**src/dlct_defs.vh**
```
// constants for the dual legacy counter/timer block
`ifndef DLCT_DEFS_VH
`define DLCT_DEFS_VH

// ----------------------------------------------------------------
// register offsets
// ----------------------------------------------------------------
`define DLCT_OFS_CTRL 8'h88
`define DLCT_OFS_MODE 8'h89
`define DLCT_OFS_A_LO 8'h8A
`define DLCT_OFS_B_LO 8'h8B
`define DLCT_OFS_A_HI 8'h8C
`define DLCT_OFS_B_HI 8'h8D

// ----------------------------------------------------------------
// reset values
// ----------------------------------------------------------------
`define DLCT_RST_CTRL 8'h00
`define DLCT_RST_MODE 8'h00
`define DLCT_RST_BYTE 8'h00

// ----------------------------------------------------------------
// control/status bit positions
// ----------------------------------------------------------------
`define DLCT_C_B_OVF 7
`define DLCT_C_B_RUN 6
`define DLCT_C_A_OVF 5
`define DLCT_C_A_RUN 4
`define DLCT_C_XB_FLAG 3
`define DLCT_C_XB_TYPE 2
`define DLCT_C_XA_FLAG 1
`define DLCT_C_XA_TYPE 0

// ----------------------------------------------------------------
// mode config bit positions
// ----------------------------------------------------------------
`define DLCT_M_B_GATE 7
`define DLCT_M_B_SRC 6
`define DLCT_M_B_MODE_HI 5
`define DLCT_M_B_MODE_LO 4
`define DLCT_M_A_GATE 3
`define DLCT_M_A_SRC 2
`define DLCT_M_A_MODE_HI 1
`define DLCT_M_A_MODE_LO 0

// ----------------------------------------------------------------
// modes and prescale codes
// ----------------------------------------------------------------
`define DLCT_MODE_13 2'h0
`define DLCT_MODE_16 2'h1
`define DLCT_MODE_RELOAD 2'h2
`define DLCT_MODE_SPLIT 2'h3
`define DLCT_PRE_DIV12 2'h0
`define DLCT_PRE_DIV4 2'h1
`define DLCT_PRE_DIV48 2'h2
`define DLCT_PRE_EXT8 2'h3

// ----------------------------------------------------------------
// divider terminal counts (divide by n ends at n-1)
// ----------------------------------------------------------------
`define DLCT_DIV12_END 6'h0B
`define DLCT_DIV4_END 6'h03
`define DLCT_DIV48_END 6'h2F
`define DLCT_EXT8_END 3'h7
`define DLCT_MAX13 13'h1FFF
`define DLCT_MAX16 16'hFFFF
`define DLCT_MAX8 8'hFF

`endif

```
**src/dlct_counter_timer.v**
```verilog
// dual legacy counter/timer: counters a and b, shared control and mode registers

`include "dlct_defs.vh"

// Function
// counter mode counts event pin falling edges
// event levels held two clocks minimum
// source select bit picks pin or clock
// clock select: system clock or prescaled clock
// prescale bits pick shared divided clock
// advance only with run and gate satisfied; counter b ignores both while a is split
// counter b has own run, gate, polarity
// run bit never clears or reloads count
// mode 0 is 13-bit, low five bits
// 13-bit wrap sets overflow flag, interrupt
// mode 1 same but full 16 bits
// mode 2 low byte reloads from high
// split mode low byte uses a controls
// split high byte timer, b run, b flag
// a split: b timer only, no flag
// two-bit field selects one of four modes
// external flags level-following or edge-latched
// overflow flag cleared by software or vector
// synchronise pins, detect edges from samples
module dlct_counter_timer (
	// clock and reset
	input wire clk,
	input wire reset,
	// register port
	input wire [7:0] sfr_addr,
	input wire sfr_wr,
	input wire sfr_rd,
	input wire [7:0] sfr_wdata,
	output reg [7:0] sfr_rdata_q,
	// settings owned by other units
	input wire ctr_a_clock_select,
	input wire ctr_b_clock_select,
	input wire [1:0] prescale_select,
	input wire gate_a_polarity,
	input wire gate_b_polarity,
	input wire ctr_a_irq_enable,
	input wire ctr_b_irq_enable,
	// interrupt vector acknowledges
	input wire ctr_a_vector_ack,
	input wire ctr_b_vector_ack,
	input wire ext_a_vector_ack,
	input wire ext_b_vector_ack,
	// pins
	input wire event_pin_a,
	input wire event_pin_b,
	input wire gate_input_a,
	input wire gate_input_b,
	input wire ext_osc_clk,
	// requests and baud tick
	output reg ctr_a_irq_q,
	output reg ctr_b_irq_q,
	output reg ext_irq_a_q,
	output reg ext_irq_b_q,
	output reg ctr_b_baud_tick_q
);

	// ------------------------------------------------------------
	// pin synchronisers
	// ------------------------------------------------------------
	wire [4:0] pin_raw;
	reg [4:0] sync1_q;
	reg [4:0] sync2_q;
	reg [4:0] prev_q;
	assign pin_raw = {ext_osc_clk, gate_input_b, gate_input_a, event_pin_b, event_pin_a};

	// two flops per pin, third flop only feeds edge detection
	genvar gi;
	generate
		for (gi = 0; gi < 5; gi = gi + 1) begin : g_sync
			always @(posedge clk) begin
				if (reset) begin
					sync1_q[gi] <= 1'b0;
					sync2_q[gi] <= 1'b0;
					prev_q[gi] <= 1'b0;
				end else begin
					sync1_q[gi] <= pin_raw[gi];
					sync2_q[gi] <= sync1_q[gi];
					prev_q[gi] <= sync2_q[gi];
				end
			end
		end
	endgenerate

	// falling edges on event pins; inputs held two clocks are never missed
	wire ev_a_fall = prev_q[0] & ~sync2_q[0];
	wire ev_b_fall = prev_q[1] & ~sync2_q[1];
	wire gate_a_act = (sync2_q[2] == gate_a_polarity);
	wire gate_b_act = (sync2_q[3] == gate_b_polarity);
	wire gate_a_rise = gate_a_act & (prev_q[2] != gate_a_polarity);
	wire gate_b_rise = gate_b_act & (prev_q[3] != gate_b_polarity);
	wire osc_rise = ~prev_q[4] & sync2_q[4];

	// ------------------------------------------------------------
	// shared prescaler
	// ------------------------------------------------------------
	reg [5:0] div12_q;
	reg [5:0] div4_q;
	reg [5:0] div48_q;
	reg [2:0] ext8_q;
	reg pre_tick;

	// free-running dividers; the chosen one is sampled combinationally
	always @(posedge clk) begin
		if (reset) begin
			div12_q <= 6'h00;
			div4_q <= 6'h00;
			div48_q <= 6'h00;
			ext8_q <= 3'h0;
		end else begin
			div12_q <= (div12_q == `DLCT_DIV12_END) ? 6'h00 : div12_q + 6'h01;
			div4_q <= (div4_q == `DLCT_DIV4_END) ? 6'h00 : div4_q + 6'h01;
			div48_q <= (div48_q == `DLCT_DIV48_END) ? 6'h00 : div48_q + 6'h01;
			if (osc_rise)
				ext8_q <= ext8_q + 3'h1; // oscillator resynchronised first
		end
	end

	// prescale selection
	always @* begin
		case (prescale_select)
			`DLCT_PRE_DIV12: pre_tick = (div12_q == `DLCT_DIV12_END);
			`DLCT_PRE_DIV4: pre_tick = (div4_q == `DLCT_DIV4_END);
			`DLCT_PRE_DIV48: pre_tick = (div48_q == `DLCT_DIV48_END);
			default: pre_tick = osc_rise & (ext8_q == `DLCT_EXT8_END);
		endcase
	end

	// ------------------------------------------------------------
	// registers
	// ------------------------------------------------------------
	reg [7:0] ctrl_q;
	reg [7:0] mode_q;
	reg [7:0] a_lo_q, a_hi_q, b_lo_q, b_hi_q;
	reg [7:0] a_lo_d, a_hi_d, b_lo_d, b_hi_d;
	reg a_ovf, ah_ovf, b_ovf;
	reg [12:0] sum13;
	reg [15:0] sum16;

	wire [1:0] mode_a = mode_q[`DLCT_M_A_MODE_HI:`DLCT_M_A_MODE_LO];
	wire [1:0] mode_b = mode_q[`DLCT_M_B_MODE_HI:`DLCT_M_B_MODE_LO];
	wire a_split = (mode_a == `DLCT_MODE_SPLIT);
	wire run_a_bit = ctrl_q[`DLCT_C_A_RUN];
	wire run_b_bit = ctrl_q[`DLCT_C_B_RUN];

	// timer clocks from the clock-select bits
	wire tmr_a_tick = ctr_a_clock_select | pre_tick;
	wire tmr_b_tick = ctr_b_clock_select | pre_tick;

	// per-counter tick and enable
	wire tick_a = mode_q[`DLCT_M_A_SRC] ? ev_a_fall : tmr_a_tick;
	wire en_a = run_a_bit & (~mode_q[`DLCT_M_A_GATE] | gate_a_act);
	// counter b: no pin clocking and free run while a is split
	wire tick_b = (~a_split & mode_q[`DLCT_M_B_SRC]) ? ev_b_fall : tmr_b_tick;
	wire en_b = a_split ? 1'b1 : (run_b_bit & (~mode_q[`DLCT_M_B_GATE] | gate_b_act));
	wire wr_ctrl = sfr_wr & (sfr_addr == `DLCT_OFS_CTRL);

	// counter a next value
	always @* begin
		a_lo_d = a_lo_q;
		a_hi_d = a_hi_q;
		a_ovf = 1'b0;
		ah_ovf = 1'b0;
		sum13 = {a_hi_q, a_lo_q[4:0]} + 13'h0001;
		sum16 = {a_hi_q, a_lo_q} + 16'h0001;
		if (en_a & tick_a) begin
			case (mode_a)
				`DLCT_MODE_13: begin
					// upper three low-byte bits are left untouched
					a_hi_d = sum13[12:5];
					a_lo_d = {a_lo_q[7:5], sum13[4:0]};
					a_ovf = ({a_hi_q, a_lo_q[4:0]} == `DLCT_MAX13);
				end
				`DLCT_MODE_16: begin
					a_hi_d = sum16[15:8];
					a_lo_d = sum16[7:0];
					a_ovf = ({a_hi_q, a_lo_q} == `DLCT_MAX16);
				end
				`DLCT_MODE_RELOAD: begin
					a_ovf = (a_lo_q == `DLCT_MAX8);
					a_lo_d = a_ovf ? a_hi_q : a_lo_q + 8'h01;
				end
				default: begin
					a_lo_d = a_lo_q + 8'h01;
					a_ovf = (a_lo_q == `DLCT_MAX8);
				end
			endcase
		end
		// split high byte is a timer run by counter b's run bit
		if (a_split & run_b_bit & tmr_a_tick) begin
			a_hi_d = a_hi_q + 8'h01;
			ah_ovf = (a_hi_q == `DLCT_MAX8);
		end
		// a software write beats any count in the same cycle
		if (sfr_wr & (sfr_addr == `DLCT_OFS_A_LO))
			a_lo_d = sfr_wdata;
		if (sfr_wr & (sfr_addr == `DLCT_OFS_A_HI))
			a_hi_d = sfr_wdata;
	end

	// counter b next value
	always @* begin
		b_lo_d = b_lo_q;
		b_hi_d = b_hi_q;
		b_ovf = 1'b0;
		if (en_b & tick_b) begin
			case (mode_b)
				`DLCT_MODE_13: begin
					{b_hi_d, b_lo_d[4:0]} = {b_hi_q, b_lo_q[4:0]} + 13'h0001;
					b_ovf = ({b_hi_q, b_lo_q[4:0]} == `DLCT_MAX13);
				end
				`DLCT_MODE_16: begin
					{b_hi_d, b_lo_d} = {b_hi_q, b_lo_q} + 16'h0001;
					b_ovf = ({b_hi_q, b_lo_q} == `DLCT_MAX16);
				end
				`DLCT_MODE_RELOAD: begin
					b_ovf = (b_lo_q == `DLCT_MAX8);
					b_lo_d = b_ovf ? b_hi_q : b_lo_q + 8'h01;
				end
				default: begin
					b_ovf = 1'b0;
				end
			endcase
		end
		if (sfr_wr & (sfr_addr == `DLCT_OFS_B_LO))
			b_lo_d = sfr_wdata;
		if (sfr_wr & (sfr_addr == `DLCT_OFS_B_HI))
			b_hi_d = sfr_wdata;
	end

	// count registers and mode register
	always @(posedge clk) begin
		if (reset) begin
			a_lo_q <= `DLCT_RST_BYTE;
			a_hi_q <= `DLCT_RST_BYTE;
			b_lo_q <= `DLCT_RST_BYTE;
			b_hi_q <= `DLCT_RST_BYTE;
			mode_q <= `DLCT_RST_MODE;
		end else begin
			a_lo_q <= a_lo_d;
			a_hi_q <= a_hi_d;
			b_lo_q <= b_lo_d;
			b_hi_q <= b_hi_d;
			if (sfr_wr & (sfr_addr == `DLCT_OFS_MODE))
				mode_q <= sfr_wdata;
		end
	end

	// ------------------------------------------------------------
	// control/status flags: hardware set beats any clear
	// ------------------------------------------------------------
	wire set_a_ovf = a_ovf;
	wire set_b_ovf = ah_ovf | (b_ovf & ~a_split);
	wire xa_edge = ctrl_q[`DLCT_C_XA_TYPE];
	wire xb_edge = ctrl_q[`DLCT_C_XB_TYPE];

	always @(posedge clk) begin
		if (reset) begin
			ctrl_q <= `DLCT_RST_CTRL;
		end else begin
			// run and type bits are plain software state
			if (wr_ctrl) begin
				ctrl_q[`DLCT_C_B_RUN] <= sfr_wdata[`DLCT_C_B_RUN];
				ctrl_q[`DLCT_C_A_RUN] <= sfr_wdata[`DLCT_C_A_RUN];
				ctrl_q[`DLCT_C_XB_TYPE] <= sfr_wdata[`DLCT_C_XB_TYPE];
				ctrl_q[`DLCT_C_XA_TYPE] <= sfr_wdata[`DLCT_C_XA_TYPE];
			end
			// overflow flags
			if (set_a_ovf)
				ctrl_q[`DLCT_C_A_OVF] <= 1'b1;
			else if (ctr_a_vector_ack)
				ctrl_q[`DLCT_C_A_OVF] <= 1'b0;
			else if (wr_ctrl)
				ctrl_q[`DLCT_C_A_OVF] <= sfr_wdata[`DLCT_C_A_OVF];
			if (set_b_ovf)
				ctrl_q[`DLCT_C_B_OVF] <= 1'b1;
			else if (ctr_b_vector_ack)
				ctrl_q[`DLCT_C_B_OVF] <= 1'b0;
			else if (wr_ctrl)
				ctrl_q[`DLCT_C_B_OVF] <= sfr_wdata[`DLCT_C_B_OVF];
			// external flags: level mode tracks the active level
			if (~xa_edge)
				ctrl_q[`DLCT_C_XA_FLAG] <= gate_a_act;
			else if (gate_a_rise)
				ctrl_q[`DLCT_C_XA_FLAG] <= 1'b1;
			else if (ext_a_vector_ack)
				ctrl_q[`DLCT_C_XA_FLAG] <= 1'b0;
			else if (wr_ctrl)
				ctrl_q[`DLCT_C_XA_FLAG] <= sfr_wdata[`DLCT_C_XA_FLAG];
			if (~xb_edge)
				ctrl_q[`DLCT_C_XB_FLAG] <= gate_b_act;
			else if (gate_b_rise)
				ctrl_q[`DLCT_C_XB_FLAG] <= 1'b1;
			else if (ext_b_vector_ack)
				ctrl_q[`DLCT_C_XB_FLAG] <= 1'b0;
			else if (wr_ctrl)
				ctrl_q[`DLCT_C_XB_FLAG] <= sfr_wdata[`DLCT_C_XB_FLAG];
		end
	end

	// ------------------------------------------------------------
	// outputs
	// ------------------------------------------------------------
	// requests follow flags one cycle late; baud tick keeps running in split mode
	always @(posedge clk) begin
		if (reset) begin
			ctr_a_irq_q <= 1'b0;
			ctr_b_irq_q <= 1'b0;
			ext_irq_a_q <= 1'b0;
			ext_irq_b_q <= 1'b0;
			ctr_b_baud_tick_q <= 1'b0;
		end else begin
			ctr_a_irq_q <= ctrl_q[`DLCT_C_A_OVF] & ctr_a_irq_enable;
			ctr_b_irq_q <= ctrl_q[`DLCT_C_B_OVF] & ctr_b_irq_enable;
			ext_irq_a_q <= ctrl_q[`DLCT_C_XA_FLAG];
			ext_irq_b_q <= ctrl_q[`DLCT_C_XB_FLAG];
			ctr_b_baud_tick_q <= b_ovf;
		end
	end

	// registered read data; unmapped offsets read zero
	always @(posedge clk) begin
		if (reset) begin
			sfr_rdata_q <= 8'h00;
		end else if (sfr_rd) begin
			case (sfr_addr)
				`DLCT_OFS_CTRL: sfr_rdata_q <= ctrl_q;
				`DLCT_OFS_MODE: sfr_rdata_q <= mode_q;
				`DLCT_OFS_A_LO: sfr_rdata_q <= a_lo_q;
				`DLCT_OFS_A_HI: sfr_rdata_q <= a_hi_q;
				`DLCT_OFS_B_LO: sfr_rdata_q <= b_lo_q;
				`DLCT_OFS_B_HI: sfr_rdata_q <= b_hi_q;
				default: sfr_rdata_q <= 8'h00;
			endcase
		end
	end

endmodule // dlct_counter_timer

```
**config.mk**
```make
export PLATFORM = sky130hd
export DESIGN_NAME = dlct_counter_timer
export DESIGN_NICKNAME = d
export VERILOG_FILES = /design/src/dlct_counter_timer.v
export VERILOG_INCLUDE_DIRS = /design/src
export SDC_FILE = /design/constraint.sdc
export NUM_CORES = 1
export LEC_CHECK = 0
export BUFFER_PORTS_ARGS = -buffer_cell sky130_fd_sc_hd__clkbuf_2
export CORE_ASPECT_RATIO = 1.2
export CORE_UTILIZATION = 40
export DETAILED_ROUTE_END_ITERATION = 8
export GPL_TIMING_DRIVEN = 0
export SETUP_SLACK_MARGIN = 0.3
export SYNTH_ARGS = -nofsm -noshare
export SYNTH_HDL_FRONTEND = slang
export SYNTH_SLANG_ARGS = --single-unit
```
**constraint.sdc**
```tcl
create_clock -name clk -period 2.5 [get_ports clk]
set_input_delay 0.5 -clock clk [delete_from_list [all_inputs] [get_ports clk]]
set_output_delay 0.5 -clock clk [all_outputs]
set_load 0.05 [all_outputs]
```
Word level (Yosys, flattened, before mapping)
Cells that the tools add are included.
{ "word_totals": {"output_inout_bits": 13, "elab_cells": 173, "in_bits": 37, "ff_bits": 97} }
{ "op_classes": {"eq_ne": 31, "mux": 40, "n_reduce_logical": 21, "bitwise": 33, "add_sub_neg": 11} }
{ "op_table": {"columns": ["operator", "count"], "rows": [
  ["$mux 8", 11],
  ["$eq 8x8->1 const B", 9],
  ["$pmux 8 s6", 1],
  ["$add 16x1->16 const B", 2],
  ["$eq 16x16->1 const B", 2],
  ["$pmux 8 s2", 2],
  ["$add 13x1->13 const B", 2],
  ["$eq 13x13->1 const B", 2],
  ["$add 8x1->8 const B", 3],
  ["$pmux 8 s3", 1],
  ["$and 1x1->1", 22],
  ["$mux 1", 20],
  ["$add 6x1->6 const B", 3],
  ["$pmux 5 s3", 1],
  ["$reduce_bool 3->1", 5],
  ["$reduce_and 2->1", 5],
  ["$eq 2x2->1 const B", 4],
  ["$ne 4x3->1 const B", 2],
  ["$reduce_bool 4->1", 2],
  ["$eq 2x1->1 const B", 3],
  ["$eq 6x2->1 const B", 1],
  ["$eq 6x4->1 const B", 1],
  ["$eq 6x6->1 const B", 1],
  ["$logic_not 2->1", 3],
  ["12 further kinds", 28]
]} }

Longest topological paths before layout
Gate-level depths: netlist of run 1.
{ "logic_depth": {"word_depth": 11, "ltp_mapped": 10, "mapped_depth_nobuf": 9} }

Least setup slack after synthesis of run 1
Ideal clock, no wire load.
{ "synth_timing": {"path_type": "reg2reg", "startpoint": "register div4_q[0]", "endpoint": "register a_hi_q[7]", "path_buffers": 0, "stages_incl_launch_ff": 8, "setup_ns": 0.086, "t_arrival_ns": 2.191, "required_ns": 2.414, "setup_slack_ns": 0.224, "synth_period_minus_slack_ns": 2.276, "cell_sequence": "dfxtp_1 -> ha_1 -> and3_1 -> or4_2 -> a41oi_2 -> and4bb_1 -> xnor2_1 -> a211oi_1"} }
{ "synth_via": {"elab_chain_len": 7, "elab_cells_between_ends": 11, "cone_classes": "eq/ne: 1; mux: 4; bitwise: 3; reduce/logical: 3"} }
{ "synth_lines": {"columns": ["item", "line", "source"], "rows": [
  ["from (decl)", "dlct_counter_timer.v:102", "reg [5:0] div4_q;"],
  ["from (signal assigned)", "dlct_counter_timer.v:116", "div4_q <= (div4_q == `DLCT_DIV4_END) ? 6'h00 : div4_q + 6'h01;"],
  ["$eq 6x2->1 (no line) (*)", null, null],
  ["$pmux 1 s3 (*)", "dlct_counter_timer.v:125", "case (prescale_select)"],
  ["$or 1x1->1 (*)", "dlct_counter_timer.v:151", "wire tmr_a_tick = ctr_a_clock_select | pre_tick;"],
  ["$mux 1", "dlct_counter_timer.v:155", "wire tick_a = mode_q[`DLCT_M_A_SRC] ? ev_a_fall : tmr_a_tick;"],
  ["$and 1x1->1", "dlct_counter_timer.v:170", "if (en_a & tick_a) begin"],
  ["$reduce_bool 3->1 (no line)", null, null],
  ["$reduce_and 2->1 (no line)", null, null],
  ["to (signal assigned)", "dlct_counter_timer.v:239", "a_hi_q <= `DLCT_RST_BYTE;"],
  ["to (signal assigned)", "dlct_counter_timer.v:245", "a_hi_q <= a_hi_d;"],
  ["to (decl)", "dlct_counter_timer.v:138", "reg [7:0] a_lo_q, a_hi_q, b_lo_q, b_hi_q;"]
]} }
Mark *: on every way between the ends. The rest lies on a longest branch, timed or not.
A chain may end at the register's enable or synchronous reset.

Final worst setup path of run 1
{ "layout_timing": {"startpoint": "register ext8_q[1]", "endpoint": "register a_hi_q[7]"} }
{ "layout_via": {"elab_chain_len": 8, "elab_cells_between_ends": 12, "cone_classes": "eq/ne: 1; mux: 4; bitwise: 4; reduce/logical: 3"} }
{ "layout_lines": {"columns": ["item", "line", "source"], "rows": [
  ["from (decl)", "dlct_counter_timer.v:104", "reg [2:0] ext8_q;"],
  ["from (signal assigned)", "dlct_counter_timer.v:119", "ext8_q <= ext8_q + 3'h1;"],
  ["$eq 3x3->1 (no line) (*)", null, null],
  ["$and 1x1->1 (*)", "dlct_counter_timer.v:129", "default: pre_tick = osc_rise & (ext8_q == `DLCT_EXT8_END);"],
  ["$pmux 1 s3 (*)", "dlct_counter_timer.v:125", null],
  ["$or 1x1->1 (*)", "dlct_counter_timer.v:151", null],
  ["$mux 1", "dlct_counter_timer.v:155", null],
  ["$and 1x1->1", "dlct_counter_timer.v:170", null],
  ["$reduce_bool 3->1 (no line)", null, null],
  ["$reduce_and 2->1 (no line)", null, null]
]} }
Marks and branches as above.

==> impl_summary.log, run 1 <==
[metrics] run status: completed
[metrics] RSZ-0062 raised after global routing: true
[metrics] type of the setup path with the least slack: flop to flop
[metrics] Warnings, synthesis: 0
[metrics] Overflow after GRT: 0
[metrics] Data required, critical path: 2.76 ns
[metrics] Iteration-0 DRC Markers: 455
[metrics] average size of a mapped cell: 8.38 um^2
[metrics] share of cells above drive strength 1: 23.1%
[metrics] post-synth top area share: 36.3%
[metrics] number of buffers and inverters on the critical path: 1
[metrics] number of distinct library cell variants in the gate-level netlist after synthesis: 75
[metrics] average detailed-routed wire length per instance: 19.1 um
[metrics] parity-gate share of the synthesized area counting xor and xnor cells: 6.05%
[metrics] area of the die: 0.0139 mm^2
[metrics] initial cell density of the core: 41.7%
[metrics] final number of max-transition violations: 0
[metrics] endpoint kind of the worst setup timing path: flop
[metrics] I/O pin cnt: 50
[metrics] critical path arrival: 2.48 ns
[metrics] global-route wire length before repair: 26,600 um
[metrics] number of diodes: 0
[metrics] DRC violations left: 0
[metrics] headroom to the max-slew limit: 52.9%
[metrics] synthesized instance count: 639
[metrics] post-route clock skew: 0.0135 ns
[metrics] largest net degree at the start of global routing: 17
[metrics] CP delay by family, top: simple AND/OR/NAND/NOR gates
[metrics] synthesis-to-finish area growth: 24.3%
[metrics] synthesized-area fraction occupied by adder cells: 2.80%
[metrics] initial antenna violation count: 0
[metrics] clock sink total: 97
[metrics] power per unit of standard cell area: 514 mW/mm^2
[metrics] post-detailed-route via-to-cell ratio: 5.91
[metrics] Post-synth EDFFs: 0
[metrics] fraction of the mapped netlist area in compound gates: 17.6%
[metrics] post-synthesis sequential area ratio: 36.3%
[metrics] Max-cap violations: 0
[metrics] endpoint of the worst-slack reg-to-reg timing path: a_hi_q[7]$_SDFFE_PP0P_
[metrics] post-synthesis register bit count: 97
[metrics] combined global-route utilization of all metal layers: 25.4%
[metrics] top cell type by total area after synthesis: dfxtp_1
[metrics] VDD IR max: 0.359 mV
[metrics] cell chain of the critical path: ha_4 -> ha_4 -> nand4b_1 -> o311ai_4 -> buf_4 -> or2_4 -> a41oi_4 -> and4bb_1 -> xnor2_1 -> a211oi_1
[metrics] CTS tree: done
[metrics] later-pin clock latency in the skew report: 0.35 ns
[metrics] half-perimeter wire length of the detailed placement result: 12,400 um
[metrics] largest fanout of any net on the critical path: 4
[metrics] main combinational cell family by area after synthesis: simple AND/OR/NAND/NOR gates
[metrics] sort of element at the start of the critical path: flop
[metrics] clock-pin slew reported for the worst setup and hold paths after clock tree synthesis: 0.08 ns
[metrics] post-route core utilization: 51.8%
[metrics] reported leakage power: 2.47 nW
[metrics] number of optimization iterations in the first detailed-route pass: 5
[metrics] final wirelength: 17,000 um
[metrics] type of the most critical hold path: input port to flop
[metrics] number of cells on the critical path: 10
[metrics] vias in the first global route: 4,948
[metrics] weighted congestion at the end of routability-driven global placement: 0.990
[metrics] final count of negative-setup-slack endpoints: 0
[metrics] instance count after placement with tap cells included: 849
[metrics] site row count: 45
[metrics] biggest area contributors in the synthesized netlist: dfxtp_1 (36%), nor2_1 (5.5%), nand2_1 (5.1%)
[metrics] post-synthesis simple-gate area fraction: 28.7%
[metrics] CP startpoint: ext8_q[1]$_SDFFE_PP0P_
[metrics] count of fill cells added during filler insertion: 1,243
[metrics] final count of hold timing violations: 0
[metrics] number of buffers inserted during clock tree synthesis: 9
[metrics] Longest Clk Path Bufs: 2
[metrics] worst slew pin tran: 0.706 ns
[metrics] Mapped Area: 0.00535 mm^2
[metrics] min cycle time layout: 2.22 ns
[metrics] share of flip-flops with an asynchronous set or reset: 0%
[metrics] number of nets in the layout: 771
[metrics] setup slack, reg-to-reg: 0.28 ns
[metrics] reg-to-reg startpoint: ext8_q[1]$_SDFFE_PP0P_
[metrics] most instantiated flip-flop cell in the synthesis netlist: dfxtp_1
[metrics] highest cell delay on the worst timing path: 0.34 ns
[metrics] via count: 5,264
[metrics] capture point of the critical path: a_hi_q[7]$_SDFFE_PP0P_
[metrics] number of routed nets with antenna violations: 0
[metrics] H-tree levels: 3
[metrics] number of buffers inserted by hold repair at cts: 0
[metrics] post-route insts no fill: 891
[metrics] chip width: 108 um
[metrics] fraction of synthesized area in multiplexers: 5.02%
[metrics] depth of the worst register-to-register path: 10
[metrics] count of input and output buffers: 46
[metrics] Root Buffer Master: clkbuf_16
[metrics] Highest Clock Rate: 450 MHz
[metrics] Mapped Nets: 688
[metrics] most numerous cell on the critical path: ha_4
[metrics] Chip Height: 129 um
[metrics] Period Utilization, post-route: 88.8%
[metrics] core area: 0.0128 mm^2
[metrics] slowest cell on the critical path: dfxtp_2
==> flip-flops by register name, summed over array words and instances (netlist names) <==
signal and count:
a_hi_q 8, a_lo_q 8, b_hi_q 8, b_lo_q 8, ctr_a_irq_q 1, ctr_b_baud_tick_q 1
ctr_b_irq_q 1, ctrl_q 8, div12_q 6, div48_q 6, div4_q 6, ext8_q 3
ext_irq_a_q 1, ext_irq_b_q 1, mode_q 8, prev_q 5, sfr_rdata_q 8, sync1_q 5
sync2_q 5
==> stage by stage <==
stage / setup slack, ns / power (mW) / hold slack [ns] / instance area (um^2) / setup TNS (ns)
detailed placement: -0.167 / 1.92 / 0.428 / 5810 / -2.46
finish: 0.279 / 3.42 / 0.336 / 6650 / 0
floorplan: 0.256 / 1.80 / 0.413 / 5380 / 0
global placement: -0.136 / 1.91 / 0.419 / 5810 / -1.63
global route: 0.235 / 3.51 / 0.334 / 6650 / 0
CTS: 0.280 / 3.40 / 0.336 / 6370 / 0
==> how the worst min path moves through the flow <==
stage,startpoint,endpoint,slack (ns),depth (start not counted)
after floorplan,div12_q[0]$_SDFF_PP0_,div12_q[0]$_SDFF_PP0_,0.41,1
after global placement,sync1_q[0]$_SDFF_PP0_,sync2_q[0]$_SDFF_PP0_,0.42,1
after detailed placement,sync1_q[1]$_SDFF_PP0_,sync2_q[1]$_SDFF_PP0_,0.43,1
after CTS,ext_b_vector_ack,ctrl_q[3]$_SDFFE_PP0P_,0.34,2
after global routing,ext_b_vector_ack,ctrl_q[3]$_SDFFE_PP0P_,0.33,2
final,ext_b_vector_ack,ctrl_q[3]$_SDFFE_PP0P_,0.34,2
==> layer usage <==
metal	wire length (um)	GRT usage, %
met3	973	4.20
met1	7170	31.8
met2	8300	42.5
met5	0	0
met4	572	11.4
==> report_power, final <==
group          internal [mW]  switching, mW  total [mW]
logic                  0.110          0.195       0.304
clock network          0.881          0.622        1.50
registers               1.58         0.0274        1.61
total                   2.57          0.844        3.42
==> final cells by class <==
class                   count  area (um^2)  share of cell area, %
plain buffers              30          170                   2.56
clock buffers              10          229                   3.44
clock inverters             6         90.1                   1.35
inverters                  10         37.5                  0.564
multi-input cells         502         3490                   52.5
flip-flops and latches     97         1970                   29.6
well taps                 164          205                   3.08
repair buffers             72          462                   6.94
==> cells by family (layout without fill, tap and decap cells) <==
family | after synthesis | after routing
flops | 97 | 97
compound gates | 130 | 130
buf+inv | 40 | 128
fa+ha+maj | 12 | 12
simple gates | 297 | 297
mux | 26 | 26
xor+xnor | 37 | 37
==> synth_stat cells, types with 3 or more instances <==
cell,instances
mux2i_1,22
nand2_1,73
o22ai_1,6
nand4b_1,3
o21ai_0,20
ha_1,12
xnor2_1,15
and3_1,19
nor2b_1,22
a311oi_1,9
dfxtp_1,97
or4_1,3
clkbuf_1,20
a21oi_1,27
mux2_2,3
a31oi_1,8
and4b_1,3
nand2b_1,5
inv_1,10
nor2_1,79
nor3b_1,3
and2_1,3
xor2_1,22
o32ai_1,3
o211ai_1,5
buf_2,4
a211oi_1,17
a22o_1,9
nand4_1,6
a221oi_1,8
nor3_1,12
nand3_1,38
==> cells in the final DEF, fill, tap and decap left out, drive strengths merged, types with 4 or more instances in the layout <==
master / count
and3: 19
xor2: 22
a22o: 9
nand4: 6
and2: 5
a311oi: 10
nor3: 14
a31oi: 8
dfxtp: 97
o22ai: 6
o21ai: 21
a221oi: 8
nor3b: 4
or4: 4
clkbuf: 78
nand3: 39
mux2i: 22
inv: 11
nand2: 74
nor4: 5
nand2b: 5
nor2b: 22
a21oi: 27
mux2: 4
o211ai: 5
ha: 12
and4: 4
nor2: 79
a211oi: 17
buf: 34
xnor2: 15
==> what timing repair did <==
| item | in CTS | in global routing |
|---|---|---|
| endpoints found under the setup margin | 36 | 42 |
| setup buffers | 9 | 17 |
| cloned | 0 | 0 |
| resized for setup | 36 | 42 |
| pin swaps | 12 | 28 |
No activity file was read; power rests on OpenSTA's default activity.
==> inputs of run 2 (changes only) <==
==> constraint.sdc (replaced) <==
create_clock -name clk -period 2 [get_ports clk]
set_input_delay 0.4 -clock clk [delete_from_list [all_inputs] [get_ports clk]]
set_output_delay 0.4 -clock clk [all_outputs]
set_load 0.05 [all_outputs]
==> run 2 against run 1 <==
The flow now finishes with violations (negative setup slack). Clock-buffer cell count down 1. Non-clock buffer count up 38. Via count up 6.1%. Core utilization up 7.5 points. Combinational power up 40%. Setup slack worse by 0.44 ns. First-iteration DRC count down 14%.
==> impl_summary.log, run 2 (synthesis results as in run 1) <==
[metrics] core area: 0.0128 mm^2 (unchanged)
[metrics] via count: 5,587 (was 5,264)
[metrics] DRC violations left: 0 (unchanged)
[metrics] CTS tree: done (unchanged)
[metrics] reg-to-reg startpoint: a_lo_q[0]$_SDFFE_PP0P_ (was ext8_q[1]$_SDFFE_PP0P_)
[metrics] CP startpoint: a_lo_q[0]$_SDFFE_PP0P_ (was ext8_q[1]$_SDFFE_PP0P_)
[metrics] headroom to the max-slew limit: 41.0% (was 52.9%)
[metrics] overall power consumption: 4.10 mW (was 3.42 mW)
[metrics] combined global-route utilization of all metal layers: 26.9% (was 25.4%)
[metrics] number of routed nets with antenna violations: 0 (unchanged)
[metrics] reported leakage power: 2.86 nW (was 2.47 nW)
[metrics] Data required, critical path: 2.26 ns (was 2.76 ns)
[metrics] VDD IR max: 0.437 mV (was 0.359 mV)
[metrics] most common cell after layout, fill and taps aside: nor2_1 (was dfxtp_1)
[metrics] endpoint of the worst-slack reg-to-reg timing path: a_hi_q[4]$_SDFFE_PP0P_ (was a_hi_q[7]$_SDFFE_PP0P_)
[metrics] final number of max-transition violations: 0 (unchanged)
[metrics] number of buffers inserted during clock tree synthesis: 9 (unchanged)
[metrics] Root Buffer Master: clkbuf_16 (unchanged)
[metrics] number of diodes: 0 (unchanged)
[metrics] post-route clock skew: 0.0110 ns (was 0.0135 ns)
[metrics] type of the most critical hold path: input port to flop (unchanged)
[metrics] min cycle time layout: 2.16 ns (was 2.22 ns)
[metrics] power per unit of standard cell area: 538 mW/mm^2 (was 514 mW/mm^2)
[metrics] Post-DP Area: 0.00604 mm^2 (was 0.00581 mm^2)
[metrics] share of cells above drive strength 1: 39.8% (was 23.1%)
[metrics] Max-cap violations: 0 (unchanged)
[metrics] weighted congestion at the end of routability-driven global placement: 0.965 (was 0.990)
[metrics] run status: complete, but fails checks (was completed)
[metrics] slowest cell on the critical path: dfxtp_4 (was dfxtp_2)
[metrics] final count of negative-setup-slack endpoints: 20 (was 0)
[metrics] cell chain of the critical path: ha_4 -> inv_2 -> or3_4 -> mux2_4 -> o21ai_4 -> nand2_2 -> or3_4 -> a311oi_2 (was ha_4 -> ha_4 -> nand4b_1 -> o311ai_4 -> buf_4 -> or2_4 -> a41oi_4 -> and4bb_1 -> xnor2_1 -> a211oi_1)
[metrics] initial cell density of the core: 41.7% (unchanged)
[metrics] Period Utilization, post-route: 108% (was 88.8%)
[metrics] H-tree levels: 3 (unchanged)
[metrics] vias in the first global route: 5,262 (was 4,948)
[metrics] Iteration-0 DRC Markers: 392 (was 455)
[metrics] largest net degree at the start of global routing: 18 (was 17)
[metrics] endpoint kind of the worst setup timing path: flop (unchanged)
[metrics] number of cells on the critical path: 8 (was 10)
[metrics] critical path arrival: 2.42 ns (was 2.48 ns)
[metrics] launch point of the worst hold path: ext_a_vector_ack (was ext_b_vector_ack)
[metrics] synthesis-to-finish area growth: 42.2% (was 24.3%)
[metrics] half-perimeter wire length of the detailed placement result: 12,500 um (was 12,400 um)
[metrics] Longest Clk Path Bufs: 2 (unchanged)
[metrics] average detailed-routed wire length per instance: 20.1 um (was 19.1 um)
[metrics] initial antenna violation count: 0 (unchanged)
[metrics] chip width: 108 um (unchanged)
[metrics] I/O pin cnt: 50 (unchanged)
[metrics] CP delay by family, top: simple AND/OR/NAND/NOR gates (unchanged)
[metrics] clock sink total: 97 (unchanged)
[metrics] later-pin clock latency in the skew report: 0.35 ns (about the same)
[metrics] capture point of the critical path: a_hi_q[4]$_SDFFE_PP0P_ (was a_hi_q[7]$_SDFFE_PP0P_)
[metrics] clock-pin slew reported for the worst setup and hold paths after clock tree synthesis: 0.07 ns (was 0.08 ns)
[metrics] highest cell delay on the worst timing path: 0.37 ns (was 0.34 ns)
[metrics] final count of hold timing violations: 0 (unchanged)
[metrics] number of nets in the layout: 809 (was 771)
[metrics] number of optimization iterations in the first detailed-route pass: 8 (was 5)
[metrics] summed area of non-filler cells in the final layout: 0.00761 mm^2 (was 0.00665 mm^2)
[metrics] area of the die: 0.0139 mm^2 (unchanged)
[metrics] Chip Height: 129 um (unchanged)
[metrics] depth of the worst register-to-register path: 8 (was 10)
[metrics] Highest Clock Rate: 463 MHz (was 450 MHz)
[metrics] final wirelength: 18,700 um (was 17,000 um)
[metrics] worst slew pin tran: 0.885 ns (was 0.706 ns)
[metrics] site row count: 45 (unchanged)
[metrics] leading cell types in the layout, fill and taps excluded: nor2_1 (72), dfxtp_1 (70), nand2_1 (64) (was dfxtp_1 (83), nor2_1 (76), nand2_1 (71))
[metrics] setup slack, reg-to-reg: -0.16 ns (was 0.28 ns)
[metrics] largest fanout of any net on the critical path: 3 (was 4)
[metrics] post-detailed-route via-to-cell ratio: 6.02 (was 5.91)
[metrics] RSZ-0062 raised after global routing: true (unchanged)
[metrics] number of buffers and inverters on the critical path: 1 (unchanged)
[metrics] Overflow after GRT: 0 (unchanged)
[metrics] minimum setup slack in the final design: -0.159 ns (was 0.279 ns)
[metrics] sort of element at the start of the critical path: flop (unchanged)
[metrics] WHS: 0.241 ns (was 0.336 ns)
[metrics] most numerous cell on the critical path: or3_4 (was ha_4)
[metrics] type of the setup path with the least slack: flop to flop (unchanged)
[metrics] count of input and output buffers: 46 (unchanged)
[metrics] pre-CTS worst setup slack: -0.492 ns (was -0.167 ns)
[metrics] violations in the final reports: negative setup slack
[metrics] global-route wire length before repair: 28,300 um (was 26,600 um)
[run 2: area by class of cell]
cell class                      count  area (um^2)
Clock buffer                        9          225
Timing Repair Buffer              110          822
Buffer                             30          228
Clock inverter                      6         51.3
Tap cell                          164          205
Inverter                           10         37.5
Fill cell                        1126         5220
Multi-Input combinational cell    502         4050
Sequential cell                    97         2000
[run 2: worst min-delay path by stage]
stage	to	slack [ns]	cells past startpoint
floorplan	sync2_q[0]$_SDFF_PP0_	0.41	1
finish	ctrl_q[1]$_SDFFE_PP0P_	0.24	2
CTS	ctrl_q[3]$_SDFFE_PP0P_	0.23	2
global route	ctrl_q[3]$_SDFFE_PP0P_	0.24	2
global placement	sync2_q[2]$_SDFF_PP0_	0.42	1
detailed placement	sync2_q[1]$_SDFF_PP0_	0.42	1
[run 2: per-layer routing]
metal | up-vias | share of wire [%] | GRT usage, %
met2 | 251 | 50 | 45.2
met5 | - | 0 | 0
met3 | 66 | 7.3 | 4.91
met1 | 2703 | 39 | 32.3
li1 | 2567 | - | -
met4 | 0 | 4.4 | 14.8
[run 2: stage by stage]
step	TNS (ns)	cells	utilization, %
floorplan	-0.120	639	-
global placement	-13.93	849	47.1
detailed placement	-15.57	849	47.1
CTS	-0.938	901	54.8
global route	-3.99	928	59.3
finish	-1.08	928	59.3
[run 2: worst register-to-register path, delay by kind of cell (launching register included)]
kind,cells,cell delay (ns)
adders and majority gates,1,0.14
and+or+nand+nor,3,0.81
muxes,1,0.32
DFF,1,0.37
AOI/OAI and AO/OA,2,0.39
buffers and inverters,1,0.04
[run 2: power by group]
part           internal, mW  total, mW  switching, mW
combinational         0.161      0.425          0.264
sequential             1.97       2.01         0.0377
clock                 0.857       1.66          0.807
[run 2: timing repair]
action | 4_1_cts | 5_1_grt
hold buffers | 0 | 0
pin swaps | 68 | 50
cloned | 1 | 0
buffers inserted | 36 | 27
setup endpoints to repair | 57 | 61
gates resized for setup | 97 | 84
